`src/tape_cfg.svh`:
```
// timing, layout and reset constants for the tape word transfer control
`ifndef TAPE_CFG_SVH
`define TAPE_CFG_SVH
`define WORD_W          18
`define LINE_W          3
`define LINES_PER_WORD  6
`define MARK_W          6
`define UNIT_W          3
`define BLOCK_NUM_W     12
`define ZONE_LINES      30
`define LINE_TIME_NS    33
`define WORD_TIME_NS    200
`define CLK_NS          8
`define WORD_CYC        ((`WORD_TIME_NS) / (`CLK_NS))
`define CHAN_NUM        0
`define WC_LOC          15'h001E
`define CA_LOC          15'h001F
`define REV_PAR_INIT    6'h3F
`define MARK_ZERO       6'h00
`define MARK_ONES       6'h3F
`endif

```
`src/tape_pkg.sv`:
```
// types shared by both ends of the tape word transfer control
package tape_pkg;
	typedef enum logic [2:0] {
		FN_MOVE      = 3'h0,
		FN_SEARCH    = 3'h1,
		FN_READ_DATA = 3'h2,
		FN_READ_ALL  = 3'h3,
		FN_WRITE     = 3'h4
	} func_t;
	typedef enum logic [1:0] {
		CH_IDLE = 2'h0,
		CH_WC   = 2'h1,
		CH_CA   = 2'h2,
		CH_XFER = 2'h3
	} chan_state_t;
endpackage : tape_pkg

```
`src/tape_if.sv`:
```
// link between the tape controller and the host data channel side
`timescale 1ns/1ns
`include "tape_cfg.svh"
interface tape_if (
	input wire logic mclk,
	input wire logic nrst
);
	import tape_pkg::*;
	logic [`WORD_W-1:0]      ctl_word;
	logic                    ctl_load;
	logic [`WORD_W-1:0]      status_word;
	logic                    word_request_flag;
	logic                    block_control_flag;
	logic                    block_flag_clear;
	logic                    chan_search;
	logic                    chan_ack;
	logic                    chan_last;
	logic [`WORD_W-1:0]      wr_word;
	logic [`WORD_W-1:0]      rd_word;
	modport ctrl (
		input  mclk, nrst, ctl_word, ctl_load, block_flag_clear,
		input  chan_ack, chan_last, wr_word,
		output status_word, word_request_flag, block_control_flag,
		output chan_search, rd_word
	);
	modport host (
		input  mclk, nrst, status_word, word_request_flag,
		input  block_control_flag, chan_search, rd_word,
		output ctl_word, ctl_load, block_flag_clear, chan_ack,
		output chan_last, wr_word
	);
endinterface : tape_if

```
`src/tape_ctrl.sv`:
```
// tape controller end: word assembly, flags, mark check, block parity
`timescale 1ns/1ns
`include "tape_cfg.svh"
module tape_ctrl
	import tape_pkg::*;
(
	tape_if.ctrl                        bus,
	input  wire logic                   timing_in,
	input  wire logic [`LINE_W-1:0]     data_in,
	input  wire logic                   mark_in,
	input  wire logic                   write_enable_in,
	output logic [7:0]                  unit_sel,
	output logic                        tape_go,
	output logic                        tape_reverse,
	output logic [`LINE_W-1:0]          data_out,
	output logic                        data_out_en,
	output logic                        mark_error,
	output logic [`BLOCK_NUM_W-1:0]     block_count
);
	logic        mclk;
	logic [2:0]  tim_s_q;
	logic [8:0]  dat_s_q;
	logic [2:0]  mrk_s_q;
	logic        tim_lvl_q;
	logic        tim_rise;
	logic [2:0]  unit_q;
	func_t       func_q;
	logic        go_q;
	logic        rev_q;
	logic [2:0]  line_q;
	logic [`WORD_W-1:0] shift_q;
	logic [`WORD_W-1:0] wbuf_q;
	logic [`MARK_W-1:0] mark_q;
	logic        mark_seen_q;
	logic [`MARK_W-1:0] par_q;
	logic        in_block_q;
	logic        req_q;
	logic        bflag_q;
	logic        err_q;
	logic [`BLOCK_NUM_W-1:0] blk_q;
	logic [`MARK_W-1:0] mark_next;
	logic        mark_valid;
	logic        is_write;
	logic        word_done;
	logic        blk_start;
	logic        blk_end;
	logic        have_word_q;
	logic [4:0]  zone_q;
	logic [`LINE_W-1:0] dat_in_sync;
	logic        mrk_in_sync;

	assign mclk = bus.mclk;
	assign is_write = (func_q == FN_WRITE);

	// three-stage synchronisers; only the last two stages are compared
	always_ff @(posedge mclk) begin
		if (!bus.nrst) begin
			tim_s_q <= 3'h0;
			dat_s_q <= 9'h000;
			mrk_s_q <= 3'h0;
		end else begin
			tim_s_q <= {tim_s_q[1:0], timing_in};
			dat_s_q <= {dat_s_q[5:0], data_in};
			mrk_s_q <= {mrk_s_q[1:0], mark_in};
		end
	end

	assign dat_in_sync = dat_s_q[8:6];
	assign mrk_in_sync = mrk_s_q[2];

	// level held until stages two and three agree
	always_ff @(posedge mclk) begin
		if (!bus.nrst)
			tim_lvl_q <= 1'b0;
		else if (tim_s_q[1] == tim_s_q[2])
			tim_lvl_q <= tim_s_q[2];
	end
	assign tim_rise = (tim_s_q[1] == tim_s_q[2]) && tim_s_q[2] && !tim_lvl_q;

	always_ff @(posedge mclk) begin
		if (!bus.nrst) begin
			unit_q <= 3'h0;
			func_q <= FN_MOVE;
			go_q   <= 1'b0;
			rev_q  <= 1'b0;
		end else if (bus.ctl_load) begin
			unit_q <= bus.ctl_word[2:0];
			func_q <= func_t'(bus.ctl_word[5:3]);
			go_q   <= bus.ctl_word[6];
			rev_q  <= bus.ctl_word[7];
		end
	end

	genvar u;
	generate
		for (u = 0; u < 8; u++) begin : g_unit
			assign unit_sel[u] = (unit_q == 3'(u));
		end
	endgenerate
	assign tape_go = go_q;
	assign tape_reverse = rev_q;

	// mark frame shifted one bit per line; valid codes checked per frame
	assign mark_next = {mark_q[4:0], mrk_in_sync};
	assign mark_valid = (mark_next != `MARK_ZERO) && (mark_next != `MARK_ONES);
	assign word_done = tim_rise && (line_q == 3'h5);

	always_ff @(posedge mclk) begin
		if (!bus.nrst)
			line_q <= 3'h0;
		else if (tim_rise)
			line_q <= word_done ? 3'h0 : line_q + 3'h1;
	end

	always_ff @(posedge mclk) begin
		if (!bus.nrst) begin
			mark_q <= `MARK_ZERO;
			mark_seen_q <= 1'b0;
		end else if (tim_rise) begin
			mark_q <= mark_next;
			if (word_done)
				mark_seen_q <= 1'b0;
			else if (mark_valid)
				mark_seen_q <= 1'b1;
		end
	end

	// a bad frame and a settings load in one cycle leave the error set
	always_ff @(posedge mclk) begin
		if (!bus.nrst)
			err_q <= 1'b0;
		else if (word_done && !(mark_seen_q || mark_valid))
			err_q <= 1'b1;
		else if (bus.ctl_load)
			err_q <= 1'b0;
	end
	assign mark_error = err_q;

	// block start: 30 lines of zone seen then a data mark frame
	assign blk_start = word_done && !in_block_q && (zone_q >= 5'h05)
		&& mark_valid;
	assign blk_end = word_done && in_block_q && !mark_valid;
	always_ff @(posedge mclk) begin
		if (!bus.nrst) begin
			in_block_q <= 1'b0;
			zone_q <= 5'h00;
			blk_q <= 12'h000;
		end else if (word_done) begin
			if (blk_start) begin
				in_block_q <= 1'b1;
				blk_q <= blk_q + 12'h001;
			end else if (blk_end)
				in_block_q <= 1'b0;
			if (in_block_q)
				zone_q <= 5'h00;
			else if (zone_q != 5'h1F)
				zone_q <= zone_q + 5'h01;
		end
	end
	assign block_count = blk_q;

	// read: shift in at the low end forward, high end in reverse
	always_ff @(posedge mclk) begin
		if (!bus.nrst)
			shift_q <= 18'h00000;
		else if (tim_rise) begin
			if (is_write) begin
				if (line_q == 3'h0)
					shift_q <= rev_q ? {3'h0, wbuf_q[17:3]} : {wbuf_q[14:0], 3'h0};
				else
					shift_q <= rev_q ? {3'h0, shift_q[17:3]} : {shift_q[14:0], 3'h0};
			end else if (rev_q)
				shift_q <= {dat_in_sync, shift_q[17:3]};
			else
				shift_q <= {shift_q[14:0], dat_in_sync};
		end
	end

	always_ff @(posedge mclk) begin
		if (!bus.nrst) begin
			data_out <= 3'h0;
			data_out_en <= 1'b0;
		end else if (tim_rise) begin
			data_out_en <= is_write && in_block_q && write_enable_in;
			if (line_q == 3'h0)
				data_out <= rev_q ? wbuf_q[2:0] : wbuf_q[17:15];
			else
				data_out <= rev_q ? shift_q[2:0] : shift_q[17:15];
		end
	end

	// whole host word taken in one cycle from the channel
	always_ff @(posedge mclk) begin
		if (!bus.nrst) begin
			wbuf_q <= 18'h00000;
			have_word_q <= 1'b0;
		end else if (bus.chan_ack && is_write) begin
			wbuf_q <= bus.wr_word;
			have_word_q <= 1'b1;
		end else if (word_done)
			have_word_q <= 1'b0;
	end

	always_ff @(posedge mclk) begin
		if (!bus.nrst)
			bus.rd_word <= 18'h00000;
		else if (word_done && !is_write)
			bus.rd_word <= rev_q ? {dat_in_sync, shift_q[17:3]}
				: {shift_q[14:0], dat_in_sync};
	end

	// block parity: equivalence of all six-bit slices
	always_ff @(posedge mclk) begin
		if (!bus.nrst)
			par_q <= `REV_PAR_INIT;
		else if (blk_start)
			par_q <= `REV_PAR_INIT;
		else if (bus.chan_ack && in_block_q && is_write)
			par_q <= par_q ^ bus.wr_word[17:12] ^ bus.wr_word[11:6]
				^ bus.wr_word[5:0];
	end

	// request set on word boundary wins over channel completion
	always_ff @(posedge mclk) begin
		if (!bus.nrst)
			req_q <= 1'b0;
		else if (word_done && func_q != FN_MOVE
			&& (blk_start || (in_block_q && !blk_end)))
			req_q <= 1'b1;
		else if (bus.chan_ack || bus.ctl_load)
			req_q <= 1'b0;
	end
	assign bus.word_request_flag = req_q;
	assign bus.chan_search = (func_q == FN_SEARCH);

	always_ff @(posedge mclk) begin
		if (!bus.nrst)
			bflag_q <= 1'b0;
		else if (blk_start || blk_end)
			bflag_q <= 1'b1;
		else if (bus.block_flag_clear)
			bflag_q <= 1'b0;
	end
	assign bus.block_control_flag = bflag_q;

	// par_q keeps the plain xor; status shows its complement, the
	// equivalence of the reverse character and every slice
	assign bus.status_word = {~par_q, have_word_q, err_q, req_q, bflag_q,
		rev_q, go_q, func_q, unit_q};
endmodule : tape_ctrl

```
`src/flat_wrapper.sv`:
```
// flat-port wrapper written by rule: the top's interface ports become plain ports
module tape_ctrl_flat import tape_pkg::*;
  (timing_in, data_in, mark_in, write_enable_in, unit_sel, tape_go, tape_reverse, data_out, data_out_en, mark_error, block_count, mclk, nrst, bus_ctl_word, bus_ctl_load, bus_block_flag_clear, bus_chan_ack, bus_chan_last, bus_wr_word, bus_status_word, bus_word_request_flag, bus_block_control_flag, bus_chan_search, bus_rd_word);
  tape_if bus_i (.mclk(mclk), .nrst(nrst));
  input  wire logic timing_in;
  input  wire logic [`LINE_W-1:0] data_in;
  input  wire logic mark_in;
  input  wire logic write_enable_in;
  output logic [7:0] unit_sel;
  output logic tape_go;
  output logic tape_reverse;
  output logic [`LINE_W-1:0] data_out;
  output logic data_out_en;
  output logic mark_error;
  output logic [`BLOCK_NUM_W-1:0] block_count;
  input wire logic mclk;
  input wire logic nrst;
  input wire logic [$bits(bus_i.ctl_word)-1:0] bus_ctl_word;
  input wire logic [$bits(bus_i.ctl_load)-1:0] bus_ctl_load;
  input wire logic [$bits(bus_i.block_flag_clear)-1:0] bus_block_flag_clear;
  input wire logic [$bits(bus_i.chan_ack)-1:0] bus_chan_ack;
  input wire logic [$bits(bus_i.chan_last)-1:0] bus_chan_last;
  input wire logic [$bits(bus_i.wr_word)-1:0] bus_wr_word;
  output wire logic [$bits(bus_i.status_word)-1:0] bus_status_word;
  output wire logic [$bits(bus_i.word_request_flag)-1:0] bus_word_request_flag;
  output wire logic [$bits(bus_i.block_control_flag)-1:0] bus_block_control_flag;
  output wire logic [$bits(bus_i.chan_search)-1:0] bus_chan_search;
  output wire logic [$bits(bus_i.rd_word)-1:0] bus_rd_word;
  assign bus_i.ctl_word = bus_ctl_word;
  assign bus_i.ctl_load = bus_ctl_load;
  assign bus_i.block_flag_clear = bus_block_flag_clear;
  assign bus_i.chan_ack = bus_chan_ack;
  assign bus_i.chan_last = bus_chan_last;
  assign bus_i.wr_word = bus_wr_word;
  assign bus_status_word = bus_i.status_word;
  assign bus_word_request_flag = bus_i.word_request_flag;
  assign bus_block_control_flag = bus_i.block_control_flag;
  assign bus_chan_search = bus_i.chan_search;
  assign bus_rd_word = bus_i.rd_word;
  tape_ctrl u_core (.bus(bus_i), .timing_in(timing_in), .data_in(data_in), .mark_in(mark_in), .write_enable_in(write_enable_in), .unit_sel(unit_sel), .tape_go(tape_go), .tape_reverse(tape_reverse), .data_out(data_out), .data_out_en(data_out_en), .mark_error(mark_error), .block_count(block_count));
endmodule
```
`config.mk`:
```
export PLATFORM = sky130hd
export DESIGN_NAME = tape_ctrl_flat
export DESIGN_NICKNAME = d
export VERILOG_FILES = /design/src/tape_pkg.sv /design/src/tape_if.sv /design/src/tape_ctrl.sv /design/src/flat_wrapper.sv
export VERILOG_INCLUDE_DIRS = /design/src
export SDC_FILE = /design/constraint.sdc
export NUM_CORES = 1
export LEC_CHECK = 0
export ABC_AREA = 1
export BUFFER_PORTS_ARGS = -buffer_cell sky130_fd_sc_hd__buf_4
export CORE_ASPECT_RATIO = 0.75
export CORE_MARGIN = 2
export CORE_UTILIZATION = 55
export DETAILED_ROUTE_END_ITERATION = 12
export MAX_ROUTING_LAYER = met4
export PLACE_DENSITY = 0.82
export SLEW_MARGIN = 10
export SYNTH_ARGS = -nofsm -noshare
export SYNTH_HDL_FRONTEND = slang
export SYNTH_SLANG_ARGS = --single-unit
```
`constraint.sdc`:
```
create_clock -name mclk -period 2.12 [get_ports mclk]
set_input_delay 0.106 -clock mclk [delete_from_list [all_inputs] [get_ports mclk]]
set_output_delay 0.106 -clock mclk [all_outputs]
set_load 0.005 [all_outputs]
```
==> metrics <==
wire length of the first global-routing pass=24,800 µm; number of global-route vias before repair=5,315; fraction of power spent switching nets=22.5%; Internal Power=4.42 mW; total negative setup slack=0 ns; count of standard-cell rows=31; half-perimeter wire length after placement=10,200 µm; largest net degree at the start of global routing=59; weighted congestion at the end of routability-driven global placement=0.920; Power Dens Cells=789 mW/mm²; path depth of the worst reg2reg path=9; final hold viol count=0; worst slew margin relative to its limit=56.0%; antenna violations before repair=0; final core utilization=74.0%; Max VDD drop=0.000716 V; first drt pass iteration count=5; height of the die=91.3 µm; sequential cell fraction of total power=40.6%; clock tree skew after final layout=0.0116 ns; Worst R2R End=u_core.par_q[2]$_SDFFE_PP1P_; number of nets in the final layout=967; IO Port Bufs=102; Setup Buffers After CTS=0; Synth Cell Area=0.00559 mm²; Worst Path Max Fanout=13; Max Cap Viol=0; crit path kind=reg -> reg; CTS tree=yes; drc violations=0; clock input transition at the sequential cells of the worst setup and hold paths=0.06 ns; final worst path period share=87.0%; DRC violation total after the first TritonRoute iteration=544; R2R Path Start=u_core.line_q[1]$_SDFFE_PN0P_; static leakage=3.16 nW; startpoint types=flop; net count of the mapped netlist=860; starting utilization of the core area=57.2%; diode insertion count for antenna repair=0; drt wl/cell=14.2 µm; clock network latency to the later pin of the worst-skew pair=0.42 ns; number of vias in the routed layout=5,633; final setup fails=0; net load switching power=1.28 mW; Yosys warning total=0; number of distinct library cell variants in the gate-level netlist after synthesis=27; Detail Route Antenna Nets=0; clock period minus final worst setup slack=1.85 ns; share of flip-flops with an asynchronous set or reset after synthesis=0%; proportion of power drawn by the clock network=52.3%; number of cells traversed by the worst hold path=3; kind of end point of the critical path=flop; number of flip-flops and latches in the synthesized netlist=119; final routed wirelength across all metal layers=15,000 µm; required time of the critical path=2.40 ns; dominant synthesized flop cell=sky130_fd_sc_hd__dfxtp_1; number of H-tree branching levels=4; unrepaired setup endpoints after global routing=no; EDFF count, synth=0; area share of the leading cell type in the synthesized netlist=42.6%; Critical Path Start=u_core.line_q[1]$_SDFFE_PN0P_; die width=120 µm; Num CTS Buffers=17; worst setup path end=u_core.par_q[2]$_SDFFE_PP1P_; number of cells produced by synthesis=804; cell taking the most area after synthesis=sky130_fd_sc_hd__dfxtp_1; top post-synthesis cells by area=sky130_fd_sc_hd__dfxtp_1, sky130_fd_sc_hd__nand2_1, sky130_fd_sc_hd__o21ai_0; core area=0.00977 mm²; Max Clock Freq=0.542 GHz; ratio of routed vias to standard cells=5.33; Combinational Power Share=7.2%; data arrival at the endpoint of the critical path=2.13 ns; measured slew at the worst slew-check pin=0.660 ns; total die area=0.0110 mm²; Seq/Total Area, Yosys=42.6%; share of final-layout standard cells stronger than drive strength 1=17.2%; outcome=finished, final reports clean; worst reg-to-reg setup slack=0.27 ns; final count of pins violating max slew=0; synthesis-to-layout area growth=29.4%; Longest Clk Path Bufs=2; Total GRT Usage=29.1%; GR Overflow Total=0; sinks on the clock net=119; Clock Root Buffer=sky130_fd_sc_hd__clkbuf_16; average instance area after synthesis=6.95 µm²; number of top-level design ports=114; HP Class=in -> reg
-- critical path, stage by stage (launching register included) --
cell                      delay, ns
sky130_fd_sc_hd__dfxtp_1       0.33
sky130_fd_sc_hd__inv_1         0.08
sky130_fd_sc_hd__ha_1          0.24
sky130_fd_sc_hd__nand4_4       0.18
sky130_fd_sc_hd__nor2_2        0.07
sky130_fd_sc_hd__nand2_1       0.09
sky130_fd_sc_hd__nor2_2        0.04
sky130_fd_sc_hd__buf_4         0.18
sky130_fd_sc_hd__nor2_1        0.36
sky130_fd_sc_hd__nand3_1       0.13
-- layer usage --
| metal | global-route usage, % | up-vias | share of wire [%] |
|---|---|---|---|
| met4 | 11.4 | 0 | 1.8 |
| met2 | 45.3 | 254 | 47 |
| met3 | 7.41 | 29 | 8.8 |
| met1 | 36.2 | 2574 | 42 |
| li1 | - | 2776 | - |
| met5 | - | - | 0 |
-- synthesized netlist by cell type, types with 2 or more instances --
cell	n
sky130_fd_sc_hd__buf_2	11
sky130_fd_sc_hd__a21oi_1	62
sky130_fd_sc_hd__o21ai_0	86
sky130_fd_sc_hd__clkbuf_1	26
sky130_fd_sc_hd__nor3_1	11
sky130_fd_sc_hd__nand2_1	179
sky130_fd_sc_hd__buf_4	8
sky130_fd_sc_hd__dfxtp_1	119
sky130_fd_sc_hd__nand2_2	2
sky130_fd_sc_hd__nand3_1	38
sky130_fd_sc_hd__ha_1	8
sky130_fd_sc_hd__nand4_1	3
sky130_fd_sc_hd__xor2_1	7
sky130_fd_sc_hd__nor2_4	2
sky130_fd_sc_hd__inv_1	102
sky130_fd_sc_hd__a211oi_1	12
sky130_fd_sc_hd__o211ai_1	12
sky130_fd_sc_hd__nor2_1	89
sky130_fd_sc_hd__inv_2	2
sky130_fd_sc_hd__xnor2_1	16
sky130_fd_sc_hd__nor2_2	3
-- sequential cells by signal (all words and copies together) (netlist names), 3 cells and up --
name                count
u_core.block_count     12
u_core.bus.rd_word     18
u_core.dat_s_q          9
u_core.data_out         3
u_core.func_q           3
u_core.line_q           3
u_core.mark_q           5
u_core.mrk_s_q          3
u_core.par_q            6
u_core.shift_q         18
u_core.tim_s_q          3
u_core.unit_q           3
u_core.wbuf_q          18
u_core.zone_q           5
-- cell families after synthesis --
kind of cell | share of synthesized area [%]
and+or+nand+nor | 24.4
AOI/OAI and AO/OA | 16.7
buffers and inverters | 10.8
xor gates and xnor gates | 3.60
adders and majority gates | 1.79
DFF | 42.6
-- worst min path at each step --
| stage | from | to | slack (ns) |
|---|---|---|---|
| 5_1_grt | bus_wr_word[9] | u_core.wbuf_q[9]$_SDFFE_PN0P_ | 0.02 |
| 4_1_cts | bus_wr_word[4] | u_core.wbuf_q[4]$_SDFFE_PN0P_ | 0.0009 |
| 2_1_floorplan | data_in[0] | u_core.dat_s_q[0]$_SDFF_PN0_ | 0.20 |
| 3_3_place_gp | data_in[2] | u_core.dat_s_q[2]$_SDFF_PN0_ | 0.29 |
| 6_report | bus_wr_word[15] | u_core.wbuf_q[15]$_SDFFE_PN0P_ | 0.01 |
| 3_5_place_dp | data_in[2] | u_core.dat_s_q[2]$_SDFF_PN0_ | 0.29 |
-- area by class of cell --
cell class	instances	area, µm²
timing repair buffer	133	1060
clock buffer	21	480
tap	132	165
multi-input combinational	536	2610
clock inverter	11	146
fill	758	2540
sequential	119	2380
inverter	104	390
-- what timing repair did --
action / CTS / global route
hold endpoints to repair: 16 / 0
hold buffers: 19 / 0
setup endpoints to repair: 0 / 1
gates resized for setup: 0 / 1
-- through the flow --
| stage | cell area, µm² | cells | hold WS (ns) | power, mW | setup slack, ns |
|---|---|---|---|---|---|
| global placement | 6410 | 1005 | 0.289 | 2.72 | 0.388 |
| finish | 7230 | 1056 | 0.00984 | 5.70 | 0.275 |
| floorplan | 5590 | 804 | 0.204 | 2.57 | 0.515 |
| CTS | 7230 | 1056 | 0.000851 | 5.73 | 0.222 |
| detailed placement | 6410 | 1005 | 0.293 | 2.73 | 0.233 |
| global route | 7230 | 1056 | 0.0224 | 5.89 | 0.0587 |
-- power by group through the flow --
stage / Sequential [mW] / Clock (mW) / Combinational [mW]
6_report: 2.31 / 2.98 / 0.409
3_5_place_dp: 2.36 / 0 / 0.370
5_1_grt: 2.32 / 3.12 / 0.451
3_3_place_gp: 2.36 / 0 / 0.360
4_1_cts: 2.31 / 3.01 / 0.404
2_1_floorplan: 2.35 / 0 / 0.220
-- cells in the final DEF (no fill, tap or decap), types with 2 or more instances in the layout --
master,count
sky130_fd_sc_hd__xor2_1,7
sky130_fd_sc_hd__nor2_2,5
sky130_fd_sc_hd__nand2_1,179
sky130_fd_sc_hd__dlygate4sd3_1,19
sky130_fd_sc_hd__a21oi_1,62
sky130_fd_sc_hd__dfxtp_1,119
sky130_fd_sc_hd__clkbuf_8,4
sky130_fd_sc_hd__nand4_1,3
sky130_fd_sc_hd__nor2_1,87
sky130_fd_sc_hd__buf_4,113
sky130_fd_sc_hd__ha_1,8
sky130_fd_sc_hd__clkbuf_16,17
sky130_fd_sc_hd__o211ai_1,12
sky130_fd_sc_hd__bufinv_16,3
sky130_fd_sc_hd__xnor2_1,16
sky130_fd_sc_hd__nand3_1,38
sky130_fd_sc_hd__o21ai_0,85
sky130_fd_sc_hd__inv_2,2
sky130_fd_sc_hd__a211oi_1,12
sky130_fd_sc_hd__clkinvlp_4,5
sky130_fd_sc_hd__inv_1,102
sky130_fd_sc_hd__nor2_4,2
sky130_fd_sc_hd__nand2_2,2
sky130_fd_sc_hd__nor3_1,11
sky130_fd_sc_hd__clkinv_2,2
(Power assumes the default switching activity.)
